## src/irq_vec_pkg.sv

```systemverilog
// constants, register layout and state codes of the interrupt vector and sfr unit
package irq_vec_pkg;
    // sfr byte offsets
    localparam logic [15:0] OFS_EN_LOW = 16'h0000;
    localparam logic [15:0] OFS_EN_HIGH = 16'h0001;
    localparam logic [15:0] OFS_FLAG_LOW = 16'h0002;
    localparam logic [15:0] OFS_FLAG_HIGH = 16'h0003;
    // enable register bit positions
    localparam int EN_WDOG = 0;
    localparam int EN_OSC = 1;
    localparam int EN_PIN = 4;
    localparam int EN_ACCV = 5;
    localparam logic [7:0] EN_IMPL = 8'h33;
    localparam logic [7:0] EN_PUC_VAL = 8'h00;
    // flag register bit positions
    localparam int FL_WDOG = 0;
    localparam int FL_OSC = 1;
    localparam int FL_POR = 2;
    localparam int FL_EXT = 3;
    localparam int FL_PIN = 4;
    localparam logic [7:0] FL_IMPL = 8'h1f;
    localparam logic [7:0] FL_POR_VAL = 8'h06;
    // bits touched by the system clear reset, and their values
    localparam logic [7:0] FL_PUC_MASK = 8'h12;
    localparam logic [7:0] FL_PUC_VAL = 8'h02;
    // vector word addresses
    localparam logic [15:0] VEC_BASE = 16'hffc0;
    localparam logic [15:0] VEC_RESET = 16'hfffe;
    localparam logic [15:0] VEC_NMI = 16'hfffc;
    localparam logic [15:0] VEC_COMP = 16'hfff6;
    localparam logic [15:0] VEC_WDOG = 16'hfff4;
    localparam logic [15:0] VEC_TCH0 = 16'hfff2;
    localparam logic [15:0] VEC_TCH1 = 16'hfff0;
    localparam logic [15:0] VEC_PORTB = 16'hffe6;
    localparam logic [15:0] VEC_PORTA = 16'hffe4;
    localparam logic [15:0] ERASED_WORD = 16'hffff;
    // priorities
    localparam logic [4:0] PRI_RESET = 5'h1f;
    localparam logic [4:0] PRI_NMI = 5'h1e;
    localparam logic [4:0] PRI_COMP = 5'h1b;
    localparam logic [4:0] PRI_WDOG = 5'h1a;
    localparam logic [4:0] PRI_TCH0 = 5'h19;
    localparam logic [4:0] PRI_TCH1 = 5'h18;
    localparam logic [4:0] PRI_PORTB = 5'h13;
    localparam logic [4:0] PRI_PORTA = 5'h12;
    // pending vector index, highest priority at the top
    localparam int PV_RESET = 7;
    localparam int PV_NMI = 6;
    localparam int PV_COMP = 5;
    localparam int PV_WDOG = 4;
    localparam int PV_TCH0 = 3;
    localparam int PV_TCH1 = 2;
    localparam int PV_PORTB = 1;
    localparam int PV_PORTA = 0;
    // register space end and legal fetch ranges
    localparam logic [15:0] SFR_END = 16'h01ff;
    localparam logic [15:0] RAM_LO = 16'h0200;
    localparam logic [15:0] RAM_HI = 16'h027f;
    localparam logic [15:0] INFO_LO = 16'h1000;
    localparam logic [15:0] INFO_HI = 16'h10ff;
    localparam logic [15:0] CODE_LO = 16'hf800;
    // low-power modes
    localparam logic [2:0] MODE_ACTIVE = 3'h0;
    localparam logic [2:0] MODE_DEEPEST = 3'h4;
    typedef enum logic [4:0] {
        ST_BOOT = 5'h01,
        ST_RUN = 5'h02,
        ST_SLEEP = 5'h04,
        ST_WAKE = 5'h08,
        ST_ERASED = 5'h10
    } state_type;
endpackage

```

## src/irq_vec_if.sv

```systemverilog
// interfaces between the top and its vector encoder and sfr bank
`timescale 1ns/1ps
interface irq_pend_if;
    logic [7:0] pend;
    logic any;
    logic [15:0] vector;
    logic [4:0] prio;
    modport enc (input pend, output any, vector, prio);
    modport top (output pend, input any, vector, prio);
endinterface

interface sfr_if;
    logic hit;
    logic wr;
    logic [1:0] addr;
    logic [7:0] wdata;
    logic system_clear_reset;
    logic set_wdog;
    logic set_osc;
    logic set_ext;
    logic set_pin;
    logic [7:0] en;
    logic [7:0] flags;
    logic [7:0] rdata;
    modport regs (input hit, wr, addr, wdata, system_clear_reset, set_wdog, set_osc, set_ext, set_pin,
        output en, flags, rdata);
    modport top (output hit, wr, addr, wdata, system_clear_reset, set_wdog, set_osc, set_ext, set_pin,
        input en, flags, rdata);
endinterface

```

## src/irq_vec_prio.sv

```systemverilog
// fixed-priority encoder from pending vectors to vector address and priority
`timescale 1ns/1ps
module irq_vec_prio
    import irq_vec_pkg::*;
(
    irq_pend_if.enc pif
);
    // slots 0ffc0h..0ffdeh and the empty ones have no source, so they never appear
    always_comb begin
        pif.any = |pif.pend;
        pif.vector = VEC_PORTA;
        pif.prio = PRI_PORTA;
        if (pif.pend[PV_RESET]) begin
            pif.vector = VEC_RESET;
            pif.prio = PRI_RESET;
        end else if (pif.pend[PV_NMI]) begin
            pif.vector = VEC_NMI;
            pif.prio = PRI_NMI;
        end else if (pif.pend[PV_COMP]) begin
            pif.vector = VEC_COMP;
            pif.prio = PRI_COMP;
        end else if (pif.pend[PV_WDOG]) begin
            pif.vector = VEC_WDOG;
            pif.prio = PRI_WDOG;
        end else if (pif.pend[PV_TCH0]) begin
            pif.vector = VEC_TCH0;
            pif.prio = PRI_TCH0;
        end else if (pif.pend[PV_TCH1]) begin
            pif.vector = VEC_TCH1;
            pif.prio = PRI_TCH1;
        end else if (pif.pend[PV_PORTB]) begin
            pif.vector = VEC_PORTB;
            pif.prio = PRI_PORTB;
        end
    end
endmodule

```

## src/irq_sfr_regs.sv

```systemverilog
// enable and system flag registers with power-on and system clear reset values
`timescale 1ns/1ps
module irq_sfr_regs
    import irq_vec_pkg::*;
(
    input wire logic ref_clk,
    input wire logic nrst,
    sfr_if.regs sif
);
    logic [7:0] en_q, en_d;
    logic [7:0] flags_q, flags_d;
    logic [7:0] rdata_q, rdata_d;

    // next values: write first, then resets, then hardware sets so an event is never lost
    always_comb begin
        en_d = en_q;
        flags_d = flags_q;
        rdata_d = 8'h00;
        if (sif.hit && sif.wr && sif.addr == OFS_EN_LOW[1:0]) begin
            en_d = sif.wdata & EN_IMPL;
        end
        if (sif.hit && sif.wr && sif.addr == OFS_FLAG_LOW[1:0]) begin
            flags_d = sif.wdata & FL_IMPL;
        end
        if (sif.system_clear_reset) begin
            en_d = EN_PUC_VAL;
            flags_d = (flags_d & ~FL_PUC_MASK) | FL_PUC_VAL;
        end
        flags_d[FL_WDOG] = flags_d[FL_WDOG] | sif.set_wdog;
        flags_d[FL_OSC] = flags_d[FL_OSC] | sif.set_osc;
        flags_d[FL_EXT] = flags_d[FL_EXT] | sif.set_ext;
        flags_d[FL_PIN] = flags_d[FL_PIN] | sif.set_pin;
        // unimplemented bits and the high bytes read as zero
        if (sif.hit && sif.addr == OFS_EN_LOW[1:0]) begin
            rdata_d = en_q;
        end else if (sif.hit && sif.addr == OFS_FLAG_LOW[1:0]) begin
            rdata_d = flags_q;
        end
    end

    // power-on reset loads every bit, including those the system clear leaves alone
    always_ff @(posedge ref_clk) begin
        if (!nrst) begin
            en_q <= EN_PUC_VAL;
            flags_q <= FL_POR_VAL;
            rdata_q <= 8'h00;
        end else begin
            en_q <= en_d;
            flags_q <= flags_d;
            rdata_q <= rdata_d;
        end
    end

    assign sif.en = en_q;
    assign sif.flags = flags_q;
    assign sif.rdata = rdata_q;
endmodule

```

## src/irq_vector_sfr_unit.sv

```systemverilog
// interrupt and reset vector unit with low special function registers
// Operation
// - vectors and start address lie in ffc0h-ffffh
// - each vector holds a 16-bit handler address
// - erased reset vector at power-up sends device to deepest sleep
// - all reset sources use fffeh, priority 31
// - fetch from registers or unused space resets
// - pin, oscillator, flash violation share fffch, 30
// - own enables gate these; global enable does not
// - fixed maskable vectors; highest priority served first
// - port b flags share ffe6h, priority 19
// - port a flags share ffe4h, priority 18
// - slots ffc0h-ffdeh carry no interrupt source
// - module request flags stay inside their modules
// - unassigned register bits absent, read zero
// - plain reset values applied by system clear
// - bracketed reset values applied by power-on only
// - enable register bits 0,1,4,5; 01h empty
// - flag register bits 0-4; 03h empty
// - oscillator fault sets flag; system clear sets too
// - power-on flag set on power-up only
// - external reset flag set by pin reset
// - pin request flag set by pin event
// - interrupt wakes, handler runs, sleep resumes after
// - deepest sleep stops cpu, clocks, dc generator, crystal
// - watchdog interval enable ignored in reset mode
`timescale 1ns/1ps
module irq_vector_sfr_unit
    import irq_vec_pkg::*;
(
    input wire logic ref_clk,
    input wire logic nrst,
    input wire logic [15:0] cpu_addr,
    input wire logic [7:0] cpu_wdata,
    input wire logic cpu_wr,
    input wire logic cpu_rd,
    output logic [7:0] cpu_rdata,
    input wire logic fetch_valid,
    input wire logic [15:0] fetch_addr,
    input wire logic cpu_gie,
    input wire logic [2:0] cpu_sleep_mode,
    input wire logic cpu_reti,
    output logic irq_req,
    output logic [15:0] irq_vector,
    output logic [4:0] irq_prio,
    input wire logic irq_ack,
    input wire logic [15:0] irq_word,
    output logic [15:0] handler_addr,
    output logic sys_clear_reset,
    output logic deepest_sleep_state,
    output logic cpu_clk_en,
    output logic mclk_en,
    output logic smclk_en,
    output logic aclk_en,
    output logic dcgen_en,
    output logic xtal_en,
    input wire logic ext_reset_evt,
    input wire logic wdog_expiry,
    input wire logic flash_key_viol_flag,
    input wire logic nmi_pin_evt,
    input wire logic osc_fault,
    input wire logic flash_access_viol_flag,
    input wire logic wdog_interval_evt,
    input wire logic wdog_interval_mode,
    input wire logic comparator_event_flag,
    input wire logic timer_ch0_flag,
    input wire logic timer_ch1_flag,
    input wire logic timer_overflow_flag,
    input wire logic [7:0] port_a_pin_flags,
    input wire logic [1:0] port_b_pin_flags
);
    // fetch is legal only from ram, information memory or code flash
    function automatic logic fetch_illegal(input logic [15:0] a);
        logic ok;
        ok = (a >= RAM_LO && a <= RAM_HI) || (a >= INFO_LO && a <= INFO_HI) || (a >= CODE_LO);
        fetch_illegal = !ok || (a <= SFR_END);
    endfunction

    // clock enables {cpu, mclk, smclk, aclk, dcgen, xtal} for a sleep depth
    function automatic logic [5:0] lpm_clocks(input logic [2:0] m);
        logic [5:0] c;
        c = 6'h3f;
        // mode 1 keeps the dc generator running so wake-up from it stays quick
        unique case (m)
            3'h0: c = 6'h3f;
            3'h1: c = 6'h0f;
            3'h2: c = 6'h07;
            3'h3: c = 6'h05;
            default: c = 6'h00;
        endcase
        lpm_clocks = c;
    endfunction

    irq_pend_if pif();
    sfr_if sif();

    irq_vec_prio u_prio (
        .pif(pif)
    );

    irq_sfr_regs u_sfr (
        .ref_clk(ref_clk),
        .nrst(nrst),
        .sif(sif)
    );

    state_type state_q, state_d;
    logic [2:0] mode_q, mode_d;
    logic por_boot_q, por_boot_d;
    logic puc_q, puc_d;
    logic [15:0] handler_q, handler_d;
    logic [5:0] clk_q, clk_d;
    logic [2:0] mode_eff;
    logic nmi_pend;
    logic wdog_pend;

    // register bus: byte registers at 00h..03h, everything else ignored here
    always_comb begin
        sif.hit = (cpu_wr || cpu_rd) && cpu_addr[15:2] == OFS_EN_LOW[15:2];
        sif.wr = cpu_wr;
        sif.addr = cpu_addr[1:0];
        sif.wdata = cpu_wdata;
        sif.system_clear_reset = puc_q;
        sif.set_wdog = wdog_expiry || flash_key_viol_flag || wdog_interval_evt;
        sif.set_osc = osc_fault;
        sif.set_ext = ext_reset_evt;
        sif.set_pin = nmi_pin_evt;
    end
    assign cpu_rdata = sif.rdata;

    // pending sources; module-owned flags arrive as levels and are not stored here
    always_comb begin
        nmi_pend = (sif.flags[FL_PIN] && sif.en[EN_PIN])
            || (sif.flags[FL_OSC] && sif.en[EN_OSC])
            || (flash_access_viol_flag && sif.en[EN_ACCV]);
        // the interval enable only counts when the watchdog is an interval timer
        wdog_pend = sif.flags[FL_WDOG] && sif.en[EN_WDOG] && wdog_interval_mode;
        pif.pend = 8'h00;
        pif.pend[PV_RESET] = state_q == ST_BOOT;
        pif.pend[PV_NMI] = nmi_pend;
        pif.pend[PV_COMP] = comparator_event_flag;
        pif.pend[PV_WDOG] = wdog_pend;
        pif.pend[PV_TCH0] = timer_ch0_flag;
        pif.pend[PV_TCH1] = timer_ch1_flag || timer_overflow_flag;
        pif.pend[PV_PORTB] = |port_b_pin_flags;
        pif.pend[PV_PORTA] = |port_a_pin_flags;
    end

    // request to the cpu; maskable vectors wait for the global enable
    always_comb begin
        irq_vector = pif.vector;
        irq_prio = pif.prio;
        unique case (state_q)
            ST_BOOT: irq_req = 1'b1;
            ST_ERASED: irq_req = 1'b0;
            default: irq_req = pif.any && (nmi_pend || cpu_gie);
        endcase
    end

    // system clear reset: every reset source but power-on, registered, high as long as its source
    always_comb begin
        puc_d = ext_reset_evt || wdog_expiry || flash_key_viol_flag;
        puc_d = puc_d || (fetch_valid && fetch_illegal(fetch_addr));
    end

    // sequencer: boot vector, run, sleep, handler woken from sleep, erased lock
    always_comb begin
        state_d = state_q;
        mode_d = mode_q;
        por_boot_d = por_boot_q;
        handler_d = handler_q;
        if (irq_ack && irq_req) begin
            handler_d = irq_word;
        end
        unique case (state_q)
            ST_BOOT: begin
                if (irq_ack) begin
                    por_boot_d = 1'b0;
                    // only a power-up boot checks for unprogrammed flash
                    if (por_boot_q && irq_word == ERASED_WORD) begin
                        state_d = ST_ERASED;
                    end else begin
                        state_d = ST_RUN;
                    end
                end
            end
            ST_RUN: begin
                if (!(irq_ack && irq_req) && cpu_sleep_mode != MODE_ACTIVE) begin
                    state_d = ST_SLEEP;
                    mode_d = cpu_sleep_mode > MODE_DEEPEST ? MODE_DEEPEST : cpu_sleep_mode;
                end
            end
            ST_SLEEP: begin
                if (irq_ack && irq_req) begin
                    state_d = ST_WAKE;
                end
            end
            ST_WAKE: begin
                // a nested handler's return also resumes sleep; no nesting depth is kept
                if (cpu_reti) begin
                    state_d = ST_SLEEP;
                end
            end
            ST_ERASED: begin
                state_d = ST_ERASED;
            end
        endcase
        if (puc_q) begin
            state_d = ST_BOOT;
        end
    end

    // a sleeping device with an accepted-to-be request gets its clocks back
    always_comb begin
        if (state_q == ST_ERASED) begin
            mode_eff = MODE_DEEPEST;
        end else if (state_q == ST_SLEEP && !irq_req) begin
            mode_eff = mode_q;
        end else begin
            mode_eff = MODE_ACTIVE;
        end
        clk_d = lpm_clocks(mode_eff);
    end

    always_ff @(posedge ref_clk) begin
        if (!nrst) begin
            state_q <= ST_BOOT;
            mode_q <= MODE_ACTIVE;
            por_boot_q <= 1'b1;
            puc_q <= 1'b0;
            handler_q <= 16'h0000;
            clk_q <= 6'h3f;
        end else begin
            state_q <= state_d;
            mode_q <= mode_d;
            por_boot_q <= por_boot_d;
            puc_q <= puc_d;
            handler_q <= handler_d;
            clk_q <= clk_d;
        end
    end

    assign sys_clear_reset = puc_q;
    assign handler_addr = handler_q;
    assign deepest_sleep_state = state_q == ST_ERASED;
    assign cpu_clk_en = clk_q[5];
    assign mclk_en = clk_q[4];
    assign smclk_en = clk_q[3];
    assign aclk_en = clk_q[2];
    assign dcgen_en = clk_q[1];
    assign xtal_en = clk_q[0];

    // checks
    a_vec_range: assert property (@(posedge ref_clk) disable iff (!nrst)
        irq_req |-> irq_vector >= VEC_BASE) else $error("vector below range");
    a_boot_vector: assert property (@(posedge ref_clk) disable iff (!nrst)
        state_q == ST_BOOT |-> irq_req && irq_vector == VEC_RESET && irq_prio == PRI_RESET)
        else $error("boot not on reset vector");
    a_erased_lock: assert property (@(posedge ref_clk) disable iff (!nrst)
        state_q == ST_BOOT && por_boot_q && irq_ack && irq_word == ERASED_WORD && !puc_q
        |=> deepest_sleep_state ##1 !cpu_clk_en && !xtal_en && !aclk_en)
        else $error("erased vector did not stop device");
    a_fetch_reset: assert property (@(posedge ref_clk) disable iff (!nrst)
        fetch_valid && fetch_addr <= SFR_END |=> sys_clear_reset ##1 state_q == ST_BOOT)
        else $error("bad fetch gave no reset");
    a_nmi_no_gie: assert property (@(posedge ref_clk) disable iff (!nrst)
        state_q == ST_RUN && !cpu_gie && nmi_pend |-> irq_req && irq_vector == VEC_NMI)
        else $error("nmi blocked by global enable");
    a_gie_masks: assert property (@(posedge ref_clk) disable iff (!nrst)
        state_q == ST_RUN && !cpu_gie && !nmi_pend |-> !irq_req)
        else $error("maskable request without global enable");
    a_wdog_mode: assert property (@(posedge ref_clk) disable iff (!nrst)
        irq_req && !wdog_interval_mode |-> irq_vector != VEC_WDOG)
        else $error("watchdog vector in reset mode");
    a_pin_flag: assert property (@(posedge ref_clk) disable iff (!nrst)
        nmi_pin_evt |=> sif.flags[FL_PIN]) else $error("pin flag not set");
    a_ext_flag: assert property (@(posedge ref_clk) disable iff (!nrst)
        ext_reset_evt |=> sif.flags[FL_EXT]) else $error("external reset flag not set");
    a_osc_flag: assert property (@(posedge ref_clk) disable iff (!nrst)
        osc_fault |=> sif.flags[FL_OSC]) else $error("oscillator fault flag not set");
    a_handler_load: assert property (@(posedge ref_clk) disable iff (!nrst)
        irq_ack && irq_req |=> handler_addr == $past(irq_word)) else $error("handler not loaded");
    a_puc_values: assert property (@(posedge ref_clk) disable iff (!nrst)
        sys_clear_reset && !cpu_wr && !ext_reset_evt
        |=> sif.en == EN_PUC_VAL && sif.flags[FL_OSC]
            && sif.flags[FL_POR] == $past(sif.flags[FL_POR])
            && sif.flags[FL_EXT] == $past(sif.flags[FL_EXT]))
        else $error("system clear values wrong");
    a_wake_return: assert property (@(posedge ref_clk) disable iff (!nrst)
        state_q == ST_WAKE && cpu_reti && !puc_q
        |=> state_q == ST_SLEEP ##1 mode_q == $past(mode_q, 2))
        else $error("no return to sleep");
    // main scenarios reached
    c_boot_run: cover property (@(posedge ref_clk) disable iff (!nrst)
        state_q == ST_BOOT ##1 state_q == ST_RUN);
    c_sleep_wake: cover property (@(posedge ref_clk) disable iff (!nrst)
        state_q == ST_SLEEP ##1 state_q == ST_WAKE);
    c_nmi_taken: cover property (@(posedge ref_clk) disable iff (!nrst)
        irq_ack && irq_vector == VEC_NMI);
    c_erased_boot: cover property (@(posedge ref_clk) disable iff (!nrst)
        state_q == ST_BOOT ##1 deepest_sleep_state);
    c_clear_boot: cover property (@(posedge ref_clk) disable iff (!nrst)
        sys_clear_reset ##1 state_q == ST_BOOT);
endmodule

```

## config.mk

```make
export PLATFORM = sky130hd
export DESIGN_NAME = irq_vector_sfr_unit
export DESIGN_NICKNAME = d
export VERILOG_FILES = /design/src/irq_vec_pkg.sv /design/src/irq_vec_if.sv /design/src/irq_vec_prio.sv /design/src/irq_sfr_regs.sv /design/src/irq_vector_sfr_unit.sv
export SDC_FILE = /design/constraint.sdc
export NUM_CORES = 1
export LEC_CHECK = 0
export BUFFER_PORTS_ARGS = -buffer_cell sky130_fd_sc_hd__buf_2
export CAP_MARGIN = 30
export CORE_MARGIN = 2
export CORE_UTILIZATION = 42
export CTS_CLUSTER_SIZE = 28
export DETAILED_ROUTE_END_ITERATION = 7
export GPL_TIMING_DRIVEN = 0
export PLACE_DENSITY_LB_ADDON = 0.3
export SYNTH_ARGS = -nofsm -noshare
export SYNTH_HDL_FRONTEND = slang
export SYNTH_SLANG_ARGS = --single-unit
```

## constraint.sdc

```tcl
create_clock -name ref_clk -period 2.7 [get_ports ref_clk]
set_clock_uncertainty 0.05 [all_clocks]
set_input_delay 0.405 -clock ref_clk [delete_from_list [all_inputs] [get_ports ref_clk]]
set_output_delay 0.405 -clock ref_clk [all_outputs]
set_load 0.05 [all_outputs]
```

==> results.sh <==
export IMPL_instances_no_fill=467
export IMPL_power_leakage_nw=1.43
export IMPL_synth_top_family_by_area="simple AND/OR/NAND/NOR gates"
export IMPL_placed_cells=457
export IMPL_critPathMaxFanout=10
export IMPL_synth_edf_count=0
export IMPL_holdWs_ns=0.246
export IMPL_worst_ep_required_time_ns=2.25
export IMPL_crit_top_cell="buf_6"
export IMPL_netlist_area_leader_share_pct=41.5
export IMPL_drc=0
export IMPL_crit_type="reg2out"
export IMPL_finalCriticalPeriod_ns=2.55
export IMPL_grt_max_degree=15
export IMPL_clock_latency_ns=0.30
export IMPL_setup_tns_ns=0
export IMPL_fmax_ghz=0.392
export IMPL_clock_sinks=45
export IMPL_reg2reg_slack_ns=0.44
export IMPL_synth_main_ff_cell="dfxtp_1"
export IMPL_report_final_hold_viol_count=0
export IMPL_max_stage_delay_ns=0.39
export IMPL_grt_usage_pct=19.5
export IMPL_fin_nets=485
export IMPL_initial_core_util_pct=43.1
export IMPL_ant_nets=0
export IMPL_syn_inst=257
export IMPL_area_growth_pct=38.7
export IMPL_ys_seq_elements=45
export IMPL_worstPathCellList="or3_1, or3_4, a32o_2, inv_4, buf_6, buf_6"
export IMPL_critical_path_top_delay_family="simple AND/OR/NAND/NOR gates"
export IMPL_ios=143
export IMPL_reg2regPathDepth=7
export IMPL_yosysUniqueCellTypes=45
export IMPL_drt_wl_total_mm=5.50
export IMPL_wl_per_cell_um=11.8
export IMPL_dr_pass1_iters=4
export IMPL_core_area_sq_um=5040
export IMPL_synth_xor_area_share_pct=0
export IMPL_critPathSlowestCell="or3_1"
export IMPL_drv_slew=0
export IMPL_yosysSeqAreaShare_pct=41.5
export IMPL_synth_mux_area_share_pct=6.91
export IMPL_dp_hpwl_mm=4.31
export IMPL_core_rowCount=26
export IMPL_cp_depth=6
export IMPL_grt_pass1_vias=2065
export IMPL_cts_tree="yes"
export IMPL_synth_async_reset_ratio_pct=0
export IMPL_cp_num_buf_inv=3
export IMPL_fill_cells=468
export IMPL_htree_levels=2
export IMPL_powerDensity_nw_per_um2=490
export IMPL_crit_end="irq_req"
export IMPL_die_area_sq_um=5760
export IMPL_dpl_worst_slack_ns=0.0786
export IMPL_rsz0062_at_grt="false"
export IMPL_drive_gt1_share_pct=40.3
export IMPL_clk_pin_slew_ns=0.09
export IMPL_synthSimpleGateAreaFrac_pct=21.4
export IMPL_layout_setup_ws_ns=0.146
export IMPL_syn_area_sq_um=2170
export IMPL_die_h_um=75.9
export IMPL_cts_root_buffer="clkbuf_8"
export IMPL_post_synth_top_area_cell="dfxtp_1"
export IMPL_period_share_pct=94.6
export IMPL_endpoint_kind="primary output"
export IMPL_synthTopCellsByArea="dfxtp_1 (41%), buf_4 (7.3%), mux2i_1 (6.9%)"
export IMPL_grt_overflow=0
export IMPL_synth_compound_area_share_pct=18.2
export IMPL_vdd_drop_max_mv=0.310
export IMPL_rr_endpoint="handler_addr[13]"
export IMPL_place_gp_congestion=0.829
export IMPL_grt_pass1_wl_mm=9.38
export IMPL_vias_per_cell=4.87
export IMPL_status="finished, final reports clean"
export IMPL_setup_viol=0
export IMPL_die_w_um=75.9
export IMPL_placed_cell_area_sq_um=2890
export IMPL_min_path_type="in2reg"
export IMPL_syn_avg_cell_area_sq_um=8.45
export IMPL_dr_first_iter_drc_count=137
export IMPL_drv_max_cap_violation_count=0
export IMPL_r2r_start="state_q[2]"
export IMPL_yosysWarningCount=0
export IMPL_cts_path_max_buffers=2
export IMPL_cp_arrival_ns=2.10
export IMPL_crit_start="state_q[2]"
export IMPL_numCtsBuffers=5
export IMPL_io_buffers=117
export IMPL_vias=2273
export IMPL_synthAdderAreaFrac_pct=0
export IMPL_startpoint_type="flop"
export IMPL_antenna_found_initial=0
export IMPL_final_area_sq_um=3010
export IMPL_antennaDiodeCount=0
tightest hold or removal path, cell delays in order:
cell and delay, ns:
buf_2 0.08, nor2_1 0.03, nand2_1 0.05
per-stage QoR:
stage / utilization [%] / power, mW
2_1_floorplan: - / 0.964
3_3_place_gp: 57.4 / 1.07
3_5_place_dp: 57.4 / 1.08
4_1_cts: 59.6 / 1.48
5_1_grt: 59.7 / 1.54
6_report: 59.7 / 1.48
area by class of cell:
type	count	area (sq um)	area share, %
plain buffers	32	216	7.19
clock buffers	6	72.6	2.41
clock inverters	2	15.0	0.499
inverters	8	32.5	1.08
multi-input cells	184	1070	35.6
flip-flops and latches	45	902	30.0
well taps	70	87.6	2.91
repair buffers	120	614	20.4
what timing repair did:
action	4_1_cts	5_1_grt
buffers inserted	3	0
pin swaps	2	0
hold buffers	0	0
setup endpoints to repair	1	1
gates cloned	0	0
resized for setup	1	3
layer usage:
metal	routed length, um	vias to the layer above	global-route usage (%)
li1	-	1171	-
met4	116	0	7.45
met5	0	-	0
met3	448	11	5.24
met2	2470	98	31.7
met1	2460	993	24.7
flip-flops by register name, indices dropped and copies added, names as in the netlist:
signal           flops
clk_q                4
state_q              5
sys_clear_reset      1
u_sfr.sif.rdata      6
u_sfr.sif.flags      5
u_sfr.sif.en         4
handler_addr        16
mode_q               3
por_boot_q           1
cell usage in the layout (no fill, tap or decap), types with 2 or more instances in the layout:
cell type,netlist,routed
nand2_1,20,20
nand2b_1,2,2
o22ai_1,2,2
nor3_1,8,8
a41oi_1,2,2
nor3b_1,2,2
dfxtp_1,45,44
nor2_1,13,13
clkbuf_8,0,5
nor4_1,7,7
o31ai_1,2,2
mux2i_1,15,15
a21oi_1,21,21
o221a_2,2,2
o21ai_0,22,22
nand4_1,3,3
nand3_1,18,18
buf_2,2,118
conb_1,2,15
inv_1,7,7
clkbuf_1,7,8
clkinvlp_4,0,2
o21ai_1,3,3
and3b_1,2,2
and3_1,3,3
buf_6,2,3
nand3b_1,4,4
buf_4,21,24
power breakdown:
part	total [mW]	switching, mW	internal, mW
Combinational	0.366	0.242	0.124
Sequential	0.701	0.0142	0.687
Clock	0.409	0.227	0.182
Total	1.48	0.483	0.994
cell usage after synthesis, drive strengths merged, types with 8 or more instances:
master,count
dfxtp,45
buf,25
o21ai,25
a21oi,21
nand2,20
nand3,18
mux2i,15
nor2,13
clkbuf,8
inv,8
nor3,8
nor4,8
kinds of logic (layout without fill, tap and decap cells):
family / after synthesis / count (layout)
multiplexers: 15 / 15
other: 2 / 15
buffers and inverters: 41 / 168
AO/OA/AOI/OAI: 65 / 65
flip-flops: 45 / 45
AND/OR/NAND/NOR: 89 / 89
worst min-delay path by stage:
stage	from	end	slack, ns	cells past startpoint
after floorplan	u_sfr.sif.flags[2]	u_sfr.sif.flags[2]	0.39	2
after global placement	u_sfr.sif.flags[2]	u_sfr.sif.flags[2]	0.41	2
after detailed placement	u_sfr.sif.flags[2]	u_sfr.sif.flags[2]	0.41	2
after CTS	osc_fault	u_sfr.sif.flags[1]	0.24	3
after global routing	osc_fault	u_sfr.sif.flags[1]	0.26	3
final	osc_fault	u_sfr.sif.flags[1]	0.25	3
Power figures use the tool's default switching activity.
